==> config.mk <==
export PLATFORM = sky130hd
export DESIGN_NAME = spi_stat_cs
export DESIGN_NICKNAME = d
export VERILOG_FILES = /design/src/spi_stat_pkg.sv /design/src/spi_stat_cs.sv
export VERILOG_INCLUDE_DIRS = /design/src
export SDC_FILE = /design/constraint.sdc
export NUM_CORES = 1
export LEC_CHECK = 0
export BUFFER_PORTS_ARGS = -buffer_cell sky130_fd_sc_hd__buf_2
export CELL_PAD_IN_SITES_DETAIL_PLACEMENT = 1
export CELL_PAD_IN_SITES_GLOBAL_PLACEMENT = 1
export CORE_ASPECT_RATIO = 1.4
export CORE_MARGIN = 3
export CORE_UTILIZATION = 47
export CTS_BUF_LIST = sky130_fd_sc_hd__clkbuf_4 sky130_fd_sc_hd__clkbuf_8 sky130_fd_sc_hd__clkbuf_16
export CTS_CLUSTER_DIAMETER = 40
export DETAILED_ROUTE_END_ITERATION = 10
export PLACE_DENSITY_LB_ADDON = 0.1
export SLEW_MARGIN = 5
export SYNTH_ARGS = -nofsm -noshare
export SYNTH_HDL_FRONTEND = slang
export SYNTH_SLANG_ARGS = --single-unit
==> constraint.sdc <==
create_clock -name core_clk -period 5.5 [get_ports core_clk]
set_clock_uncertainty 0.05 [all_clocks]
set_input_delay 0.55 -clock core_clk [delete_from_list [all_inputs] [get_ports core_clk]]
set_output_delay 0.55 -clock core_clk [all_outputs]
set_load 0.03 [all_outputs]
==> src/spi_stat_regs.svh <==
// Register offsets, field positions and reset values of the status and chip-select block.
// Assumes byte addresses on a 32-bit APB with word-aligned registers.
`ifndef SPI_STAT_REGS_SVH
`define SPI_STAT_REGS_SVH

`define OFS_CTRL 8'h00
`define OFS_RXDATA 8'h08
`define OFS_TXDATA 8'h0c
`define OFS_STATUS 8'h10
`define OFS_IRQ_SET 8'h14
`define OFS_IRQ_CLR 8'h18
`define OFS_IRQ_MASK 8'h1c
`define OFS_CSCFG0 8'h30
`define OFS_CSCFG3 8'h3c

`define CTRL_EN_BIT 0
`define CTRL_DIS_BIT 1
`define TXD_CS_LSB 16
`define TXD_LAST_BIT 24
`define STAT_ENS_BIT 16
`define SRC_CNT 10

`define CSCFG_RST 32'h0000_0000
`define MASK_RST 10'h000
`define CSCFG_RSV_MASK 32'hffff_fffb
`define GAP_MULT 14'h0020
`define WLEN_BASE 5'h08
`define WLEN_MAX_CODE 4'h8
`define CS_IDLE 4'hf

`endif

==> src/spi_stat_pkg.sv <==
// Types shared by the status and chip-select block.
// Field layout of the configuration word follows the register bit order.
package spi_stat_pkg;

  typedef struct packed {
    logic [7:0] inter_word_delay;
    logic [7:0] select_to_clock_delay;
    logic [7:0] baud_divisor;
    logic [3:0] word_bits;
    logic chip_select_hold;
    logic reserved;
    logic clock_sample_edge;
    logic clock_idle_level;
  } cs_cfg_t;

  typedef struct packed {
    logic [15:0] rx_cur;
    logic [15:0] rx_next;
    logic [15:0] tx_cur;
    logic [15:0] tx_next;
  } dma_counts_t;

  typedef enum logic [1:0] {
    ST_IDLE = 2'b00,
    ST_LEAD = 2'b01,
    ST_SHIFT = 2'b11,
    ST_GAP = 2'b10
  } eng_state_t;

endpackage

==> src/spi_stat_cs.sv <==
// Status flags, interrupt mask and per-chip-select timing of a master serial interface.
// Assumes an APB master on core_clk and DMA counters supplied by the DMA unit.
`timescale 1ns/1ps
`include "spi_stat_regs.svh"

module spi_stat_cs #(
  parameter int CNT_W = 16
) (
  input wire logic core_clk,
  input wire logic rst,
  input wire logic psel,
  input wire logic penable,
  input wire logic pwrite,
  input wire logic [7:0] paddr,
  input wire logic [31:0] pwdata,
  output logic [31:0] prdata,
  output logic pready,
  output logic pslverr,
  input wire spi_stat_pkg::dma_counts_t dma_counts,
  input wire logic rx_dma_count_done,
  input wire logic tx_dma_count_done,
  input wire logic mode_fault_event,
  input wire logic slave_select_input,
  input wire logic miso,
  output logic serial_clock_pin,
  output logic mosi,
  output logic [3:0] peripheral_select_lines,
  output logic irq
);

  if (CNT_W < 1 || CNT_W > 16) begin : g_chk
    $error("CNT_W must be 1 to 16");
  end

  spi_stat_pkg::cs_cfg_t csr_ff [4];
  spi_stat_pkg::eng_state_t st_ff;
  logic [9:0] mask_ff;
  logic en_ff, rx_word_ready_ff, mode_fault_flag_ff, ovr_ff, slave_select_rise_flag_ff, txe_ff, tx_dma_buffer_empty_ff, rx_dma_buffer_full_ff;
  logic ss_prev_ff;
  logic hold_full_ff, hold_last_ff, last_ff, cs_on_ff;
  logic [15:0] hold_data_ff, sh_ff, rsh_ff, rdr_ff;
  logic [1:0] hold_cs_ff, cur_ff;
  logic [13:0] cnt_ff;
  logic [4:0] edge_ff;
  logic pready_ff, pslverr_ff, irq_ff, sclk_ff, mosi_ff;
  logic [31:0] prdata_ff;
  logic [3:0] cs_lines_ff;

  logic acc, wr_done, rd_done, mapped;
  logic wr_ctrl, wr_txd, rd_stat, rd_rxd;
  logic [31:0] rd_val;
  logic [9:0] status10;
  spi_stat_pkg::cs_cfg_t cfg, ncfg;
  logic [4:0] wlen, last_edge;
  logic tick, word_end, go_on, release_cs, take;
  logic [15:0] aligned, rx_next;

  function automatic logic [4:0] word_len(input logic [3:0] code);
    // Reserved codes are clamped to the longest word rather than left undefined
    if (code > `WLEN_MAX_CODE) begin
      word_len = `WLEN_BASE + 5'(`WLEN_MAX_CODE);
    end else begin
      word_len = `WLEN_BASE + 5'(code);
    end
  endfunction

  // Idle-level half gets the odd cycle so one period is exactly the divisor; divisors 0 and 1 give two cycles
  function automatic logic [13:0] half_len(input logic [7:0] div, input logic odd);
    logic [7:0] h;
    h = odd ? (div >> 1) : 8'((9'(div) + 9'h001) >> 1);
    if (h == 8'h00) begin
      h = 8'h01;
    end
    half_len = {6'h00, h};
  endfunction

  // APB decode: answer comes one cycle into the access phase
  always_comb begin
    acc = psel && penable;
    wr_done = acc && pready_ff && pwrite;
    rd_done = acc && pready_ff && !pwrite;
    mapped = 1'b1;
    rd_val = 32'h0000_0000;
    if (paddr == `OFS_CTRL) begin
      rd_val = 32'h0000_0000;
    end else if (paddr == `OFS_RXDATA) begin
      rd_val = {16'h0000, rdr_ff};
    end else if (paddr == `OFS_TXDATA) begin
      rd_val = 32'h0000_0000;
    end else if (paddr == `OFS_STATUS) begin
      rd_val = {15'h0000, en_ff, 6'h00, status10};
    end else if (paddr == `OFS_IRQ_SET || paddr == `OFS_IRQ_CLR) begin
      rd_val = 32'h0000_0000;
    end else if (paddr == `OFS_IRQ_MASK) begin
      rd_val = {22'h000000, mask_ff};
    end else if (paddr >= `OFS_CSCFG0 && paddr <= `OFS_CSCFG3 && paddr[1:0] == 2'b00) begin
      rd_val = csr_ff[paddr[3:2]] & `CSCFG_RSV_MASK;
    end else begin
      mapped = 1'b0;
    end
    wr_ctrl = wr_done && paddr == `OFS_CTRL;
    wr_txd = wr_done && paddr == `OFS_TXDATA;
    rd_stat = rd_done && paddr == `OFS_STATUS;
    rd_rxd = rd_done && paddr == `OFS_RXDATA;
  end

  always_ff @(posedge core_clk) begin
    if (rst) begin
      pready_ff <= 1'b0;
      pslverr_ff <= 1'b0;
      prdata_ff <= 32'h0000_0000;
    end else begin
      pready_ff <= acc && !pready_ff;
      pslverr_ff <= acc && !pready_ff && !mapped;
      // Data stands only beside pready, so writes and error answers carry zero
      prdata_ff <= (acc && !pready_ff && !pwrite) ? rd_val : 32'h0000_0000;
    end
  end

  always_ff @(posedge core_clk) begin
    if (rst) begin
      for (int i = 0; i < 4; i++) begin
        csr_ff[i] <= `CSCFG_RST;
      end
    end else if (wr_done && paddr >= `OFS_CSCFG0 && paddr <= `OFS_CSCFG3
                 && paddr[1:0] == 2'b00) begin
      csr_ff[paddr[3:2]] <= pwdata & `CSCFG_RSV_MASK;
    end
  end

  always_ff @(posedge core_clk) begin
    if (rst) begin
      mask_ff <= `MASK_RST;
    end else if (wr_done && paddr == `OFS_IRQ_SET) begin
      mask_ff <= mask_ff | pwdata[9:0];
    end else if (wr_done && paddr == `OFS_IRQ_CLR) begin
      mask_ff <= mask_ff & ~pwdata[9:0];
    end
  end

  // Disable wins when both command bits are written together
  always_ff @(posedge core_clk) begin
    if (rst) begin
      en_ff <= 1'b0;
    end else if (wr_ctrl && pwdata[`CTRL_DIS_BIT]) begin
      en_ff <= 1'b0;
    end else if (wr_ctrl && pwdata[`CTRL_EN_BIT]) begin
      en_ff <= 1'b1;
    end
  end

  // Holding register for the next word
  always_ff @(posedge core_clk) begin
    if (rst) begin
      hold_full_ff <= 1'b0;
      hold_data_ff <= 16'h0000;
      hold_cs_ff <= 2'b00;
      hold_last_ff <= 1'b0;
    end else if (wr_txd) begin
      hold_full_ff <= 1'b1;
      hold_data_ff <= pwdata[15:0];
      hold_cs_ff <= pwdata[`TXD_CS_LSB +: 2];
      hold_last_ff <= pwdata[`TXD_LAST_BIT];
    end else if (take) begin
      hold_full_ff <= 1'b0;
    end
  end

  // Engine decode
  always_comb begin
    cfg = csr_ff[cur_ff];
    ncfg = csr_ff[hold_cs_ff];
    wlen = word_len(cfg.word_bits);
    last_edge = 5'((6'(wlen) << 1) - 6'h01);
    tick = cnt_ff <= 14'h0001;
    word_end = st_ff == spi_stat_pkg::ST_SHIFT && tick && edge_ff == last_edge;
    go_on = hold_full_ff && en_ff && hold_cs_ff == cur_ff && !last_ff;
    release_cs = last_ff || !cfg.chip_select_hold;
    aligned = hold_data_ff << (5'h10 - word_len(ncfg.word_bits));
    rx_next = {rsh_ff[14:0], miso};
    take = 1'b0;
    case (st_ff)
      spi_stat_pkg::ST_IDLE: take = hold_full_ff && en_ff && cs_on_ff
                                    && hold_cs_ff == cur_ff;
      spi_stat_pkg::ST_LEAD: take = tick;
      spi_stat_pkg::ST_SHIFT: take = word_end && cfg.inter_word_delay == 8'h00 && go_on;
      default: take = tick && go_on;
    endcase
  end

  always_ff @(posedge core_clk) begin
    if (rst) begin
      st_ff <= spi_stat_pkg::ST_IDLE;
      cnt_ff <= 14'h0000;
      edge_ff <= 5'h00;
      sh_ff <= 16'h0000;
      rsh_ff <= 16'h0000;
      mosi_ff <= 1'b0;
      sclk_ff <= 1'b0;
      cur_ff <= 2'b00;
      cs_on_ff <= 1'b0;
      cs_lines_ff <= `CS_IDLE;
      last_ff <= 1'b0;
    end else if (take) begin
      // Load a word; a phase that samples on the leading edge puts out the first bit now
      st_ff <= spi_stat_pkg::ST_SHIFT;
      // Lead has spent its count, so the first edge follows; a one-cycle lead takes two
      if (st_ff == spi_stat_pkg::ST_LEAD) begin
        cnt_ff <= 14'h0001;
      end else begin
        cnt_ff <= half_len(ncfg.baud_divisor, 1'b0);
      end
      // A back-to-back word still owes the closing edge of the word before
      if (st_ff == spi_stat_pkg::ST_SHIFT) begin
        sclk_ff <= !sclk_ff;
      end
      edge_ff <= 5'h00;
      rsh_ff <= 16'h0000;
      last_ff <= hold_last_ff;
      if (ncfg.clock_sample_edge) begin
        mosi_ff <= aligned[15];
        sh_ff <= aligned << 1;
      end else begin
        sh_ff <= aligned;
      end
    end else begin
      case (st_ff)
        spi_stat_pkg::ST_IDLE: begin
          if (!cs_on_ff) begin
            sclk_ff <= ncfg.clock_idle_level;
          end
          if (hold_full_ff && en_ff) begin
            if (cs_on_ff) begin
              // Held select belongs to another device: drop it first
              cs_on_ff <= 1'b0;
              cs_lines_ff <= `CS_IDLE;
            end else begin
              cur_ff <= hold_cs_ff;
              cs_on_ff <= 1'b1;
              cs_lines_ff <= ~(4'h1 << hold_cs_ff);
              sclk_ff <= ncfg.clock_idle_level;
              st_ff <= spi_stat_pkg::ST_LEAD;
              if (ncfg.select_to_clock_delay == 8'h00) begin
                cnt_ff <= half_len(ncfg.baud_divisor, 1'b0) - 14'h0001;
              end else begin
                cnt_ff <= {6'h00, ncfg.select_to_clock_delay} - 14'h0001;
              end
            end
          end
        end
        spi_stat_pkg::ST_LEAD: cnt_ff <= cnt_ff - 14'h0001;
        spi_stat_pkg::ST_SHIFT: begin
          if (!tick) begin
            cnt_ff <= cnt_ff - 14'h0001;
          end else begin
            sclk_ff <= !sclk_ff;
            edge_ff <= edge_ff + 5'h01;
            cnt_ff <= half_len(cfg.baud_divisor, !edge_ff[0]);
            if (edge_ff[0] == cfg.clock_sample_edge) begin
              mosi_ff <= sh_ff[15];
              sh_ff <= sh_ff << 1;
            end else begin
              rsh_ff <= rx_next;
            end
            if (word_end) begin
              if (cfg.inter_word_delay != 8'h00) begin
                st_ff <= spi_stat_pkg::ST_GAP;
                cnt_ff <= 14'(`GAP_MULT * {6'h00, cfg.inter_word_delay});
              end else begin
                st_ff <= spi_stat_pkg::ST_IDLE;
                if (release_cs) begin
                  cs_on_ff <= 1'b0;
                  cs_lines_ff <= `CS_IDLE;
                end
              end
            end
          end
        end
        default: begin
          cnt_ff <= cnt_ff - 14'h0001;
          if (tick) begin
            // With a nonzero inter_word_delay the gap precedes any release of the select
            st_ff <= spi_stat_pkg::ST_IDLE;
            if (release_cs) begin
              cs_on_ff <= 1'b0;
              cs_lines_ff <= `CS_IDLE;
            end
          end
        end
      endcase
    end
  end

  // Receive word and its overrun check
  always_ff @(posedge core_clk) begin
    if (rst) begin
      rdr_ff <= 16'h0000;
      rx_word_ready_ff <= 1'b0;
      ovr_ff <= 1'b0;
    end else begin
      if (word_end) begin
        rdr_ff <= cfg.clock_sample_edge ? rsh_ff : rx_next;
        rx_word_ready_ff <= 1'b1;
      end else if (rd_rxd) begin
        rx_word_ready_ff <= 1'b0;
      end
      if (word_end && rx_word_ready_ff && !rd_rxd) begin
        ovr_ff <= 1'b1;
      end else if (rd_stat) begin
        ovr_ff <= 1'b0;
      end
    end
  end

  // Events that land on the status read stay set
  always_ff @(posedge core_clk) begin
    if (rst) begin
      mode_fault_flag_ff <= 1'b0;
      slave_select_rise_flag_ff <= 1'b0;
      ss_prev_ff <= 1'b1;
    end else begin
      ss_prev_ff <= slave_select_input;
      if (mode_fault_event) begin
        mode_fault_flag_ff <= 1'b1;
      end else if (rd_stat) begin
        mode_fault_flag_ff <= 1'b0;
      end
      if (slave_select_input && !ss_prev_ff) begin
        slave_select_rise_flag_ff <= 1'b1;
      end else if (rd_stat) begin
        slave_select_rise_flag_ff <= 1'b0;
      end
    end
  end

  // Counters live in the DMA unit; only their zero state is seen here
  always_ff @(posedge core_clk) begin
    if (rst) begin
      tx_dma_buffer_empty_ff <= 1'b0;
      rx_dma_buffer_full_ff <= 1'b0;
    end else begin
      tx_dma_buffer_empty_ff <= dma_counts.tx_cur[CNT_W-1:0] == '0
                   && dma_counts.tx_next[CNT_W-1:0] == '0;
      rx_dma_buffer_full_ff <= dma_counts.rx_cur[CNT_W-1:0] == '0
                   && dma_counts.rx_next[CNT_W-1:0] == '0;
    end
  end

  always_ff @(posedge core_clk) begin
    if (rst) begin
      txe_ff <= 1'b0;
    end else if (wr_txd) begin
      txe_ff <= 1'b0;
    end else if (st_ff == spi_stat_pkg::ST_IDLE && !hold_full_ff && !take) begin
      txe_ff <= 1'b1;
    end else if (st_ff != spi_stat_pkg::ST_IDLE) begin
      txe_ff <= 1'b0;
    end
  end

  always_comb begin
    status10 = {txe_ff, slave_select_rise_flag_ff, tx_dma_buffer_empty_ff, rx_dma_buffer_full_ff, tx_dma_count_done,
                rx_dma_count_done, ovr_ff, mode_fault_flag_ff, en_ff && !hold_full_ff, rx_word_ready_ff};
  end

  always_ff @(posedge core_clk) begin
    if (rst) begin
      irq_ff <= 1'b0;
    end else begin
      irq_ff <= |(status10 & mask_ff);
    end
  end

  assign prdata = prdata_ff;
  assign pready = pready_ff;
  assign pslverr = pslverr_ff;
  assign serial_clock_pin = sclk_ff;
  assign mosi = mosi_ff;
  assign peripheral_select_lines = cs_lines_ff;
  assign irq = irq_ff;

endmodule

==> out/results.txt <==
Max IR drop VDD: 221 uV
P&R area growth vs syn: 14.5%
initial antenna violation count: 1
slowest stage delay, CP: 770 ps
CP required: 5890 ps
Worst setup SP type: flip-flop
Yosys top cell by area: edfxtp_1
CP max FO: 22
Clk Latency, worst-skew pair: 540 ps
routed vias: 12,500
IO Port Bufs: 154
Leak: 6.77 nW
CTS sink cnt: 281
switch share: 0.316
unrepaired setup endpoints after global routing: false
layout cells sized above 1: 0.223
Die W: 158 um
setup TNS: 0 ps
# DRC: 0
Seq cells post-synth: 281
min-delay worst type: input port to flip-flop
Switch Pwr: 1.98 mW
starting density of the core: 0.480
synthesized area: 15,300 um2
internal power: 4.30 mW
critical path type: flip-flop to flip-flop
Root Buffer: clkbuf_16
WL met3: 3110 um
worst slew pin tran: 1160 ps
Worst Setup End Kind: flip-flop
warnings from Yosys: 0
fmax: 0.231 GHz
library cells used by synthesis: 86
clock share of power: 0.389
DR WL met2: 25,500 um
Final min period: 4330 ps
# resized after CTS: 0
Avg Inst Size Synth: 10.3 um2
Core Footprint: 31,800 um2
H-Tree Depth: 2
number of global-route vias before repair: 12,900
GRT Total Usage: 0.291
Finished Cell Area: 17,500 um2
Pins Over Slew Limit: 0
Crit-path slowest cell: a21oi_2
post-CTS setup buffers: 0
FFs w/ async S/R, synth: 0
critical path buffer and inverter count: 0
DP Wirelength: 36,800 um
First DRT Iteration DRCs: 951
total clock buffers created by CTS: 37
Final #Nets: 1,721
placed inst area: 16,200 um2
gr ovfl total: 0
M1 WL: 19,900 um
post-synthesis sequential area ratio: 0.450
final setup violation count: 0
antenna-violating nets left: 0
Post-Syn Instances: 1,481
PD cells: 359 nW/um2
Pre-Repair DR Iteration Count: 5
Final Hold Vio Count: 0
largest cells by area after synthesis: edfxtp_1 (24%), dfxtp_1 (21%), mux4_2 (10%), nand2_1 (5.1%), nor2_1 (3.7%)
cts hold-fix bufs: 0
max_slew headroom: 0.220
global-route wire length before repair: 76,600 um
Max Cap Violations: 0
fin util: 0.550
Avg WL per Cell: 25.1 um
minimum hold slack: 153 ps
CP Cell Sequence: mux4_2 -> nand2b_1 -> ha_1 -> xor2_1 -> nor2_1 -> a22o_1 -> o2111a_1 -> a21oi_2 -> nand2_1 -> a21oi_1
row count: 77
# diodes: 0
CTS tree: done
Clock transition at path regs: 60 ps
Synth Flop Type: dfxtp_1
gpl congestion: 0.872
fin crit share: 0.788
CTS max path bufs: 3
Via density: 6.19
worst endpoint data arrival time: 4720 ps
critical path's top delay family: compound AO/OA/AOI/OAI gates
I/O Pins: 155
pin count of the biggest net entering global routing: 70
die extent in y: 219 um
syn nets: 1,606
Die Area: 34,700 um2
Gate power share: 0.228
Max Used Layer: met5
EDFF count, synth: 124
Routed Wire Length: 50,600 um
outcome: complete, no violations
share of the synthesized area in the top cell type: 0.244
total power: 6.28 mW
sequential power share: 0.382
## metal layers
| layer | vias up | track usage |
|---|---|---|
| met3 | 125 | 0.0533 |
| met2 | 438 | 0.497 |
| li1 | 5717 | - |
| met5 | - | 0 |
| met1 | 6211 | 0.362 |
| met4 | 2 | 0.115 |
## cell usage after synthesis (5+ instances only)
| library cell | count |
|---|---|
| a22o_1 | 9 |
| xor2_1 | 15 |
| nor4_1 | 27 |
| nor2b_1 | 8 |
| nor2_1 | 151 |
| a21o_1 | 7 |
| or3_1 | 11 |
| buf_1 | 8 |
| o22ai_1 | 10 |
| a221o_1 | 5 |
| clkbuf_1 | 66 |
| mux2i_1 | 56 |
| nand2b_1 | 8 |
| dfxtp_1 | 157 |
| and3_1 | 40 |
| a31oi_1 | 17 |
| nand3_1 | 31 |
| or2_2 | 7 |
| o221ai_1 | 6 |
| o21ai_0 | 28 |
| buf_4 | 6 |
| edfxtp_1 | 124 |
| buf_2 | 15 |
| ha_1 | 11 |
| nand4_1 | 15 |
| nand2_1 | 207 |
| mux4_2 | 68 |
| and2_1 | 26 |
| mux2_2 | 8 |
| a22oi_1 | 5 |
| mux4_1 | 17 |
| o211ai_1 | 6 |
| buf_6 | 6 |
| a21oi_1 | 102 |
| inv_1 | 42 |
| a211oi_1 | 23 |
| nor3_1 | 30 |
| xnor2_1 | 18 |
## worst register-to-register path, stage by stage (launching register included)
cell and delay (ps):
dfxtp_1 490, mux4_2 630, nand2b_1 180, ha_1 210, xor2_1 240, nor2_1 70, a22o_1 270, o2111a_1 300
a21oi_2 770, nand2_1 720, a21oi_1 320
## placed cells by master (no fill, tap or decap), drive strengths merged, types with 19 or more instances in the layout
| cell | instances |
|---|---|
| inv | 48 |
| nand3 | 31 |
| and2 | 28 |
| a21oi | 102 |
| a211oi | 24 |
| mux4 | 86 |
| buf | 183 |
| clkbuf | 49 |
| xnor2 | 19 |
| and3 | 40 |
| dfxtp | 157 |
| o21ai | 33 |
| nor3 | 31 |
| mux2i | 56 |
| nor4 | 31 |
| nor2 | 152 |
| nand2 | 207 |
| edfxtp | 124 |
## stage by stage
stage / setup WS, ps / cells
floorplan: 1210 / 1481
global placement: 1300 / 1952
detailed placement: 1170 / 1952
CTS: 1170 / 2018
global route: 861 / 2018
finish: 1170 / 2018
## sequential cells by signal (all words and copies together), names as in the netlist, 2 cells and up, named ones only
name,count
cnt_ff,14
csr_ff,124
cur_ff,2
edge_ff,5
hold_cs_ff,2
hold_data_ff,16
peripheral_select_lines,4
prdata,32
rdr_ff,16
rsh_ff,16
sh_ff,16
st_ff,2
## final cells by class
cell class | count | area [um2]
well taps | 395 | 494
multi-input cells | 1049 | 7710
inverters | 44 | 165
clock buffers | 49 | 1080
fillers | 3482 | 14300
repair buffers | 183 | 988
clock inverters | 17 | 168
flip-flops and latches | 281 | 6870
## power groups by stage
stage          sequential, mW  combinational (mW)  clock, mW
2_1_floorplan            2.40                1.06          0
3_3_place_gp             2.43                1.38          0
3_5_place_dp             2.44                1.41          0
4_1_cts                  2.40                1.42       2.47
5_1_grt                  2.41                1.57       2.56
6_report                 2.40                1.43       2.44
## final timing paths
path	start	to	slack, ps	cells past startpoint
worst max-delay path	flip-flop	rsh_ff[11]	1170	10
worst min-delay path	slave_select_input	ss_prev_ff	150	2
worst max register to register	flip-flop	rsh_ff[11]	1170	10
worst min register to register	last_ff	last_ff	410	2
## logic make-up (layout without fill, tap and decap cells)
logic type / after synthesis / in the layout / synth area share
flops: 281 / 281 / 0.450
simple gates: 589 / 589 / 0.185
xor+xnor: 34 / 34 / 0.0207
compound gates: 265 / 265 / 0.114
mux: 150 / 150 / 0.174
fa+ha+maj: 11 / 11 / 0.00902
buf+inv: 151 / 293 / 0.0469
No activity file was read; power rests on OpenSTA's default activity.
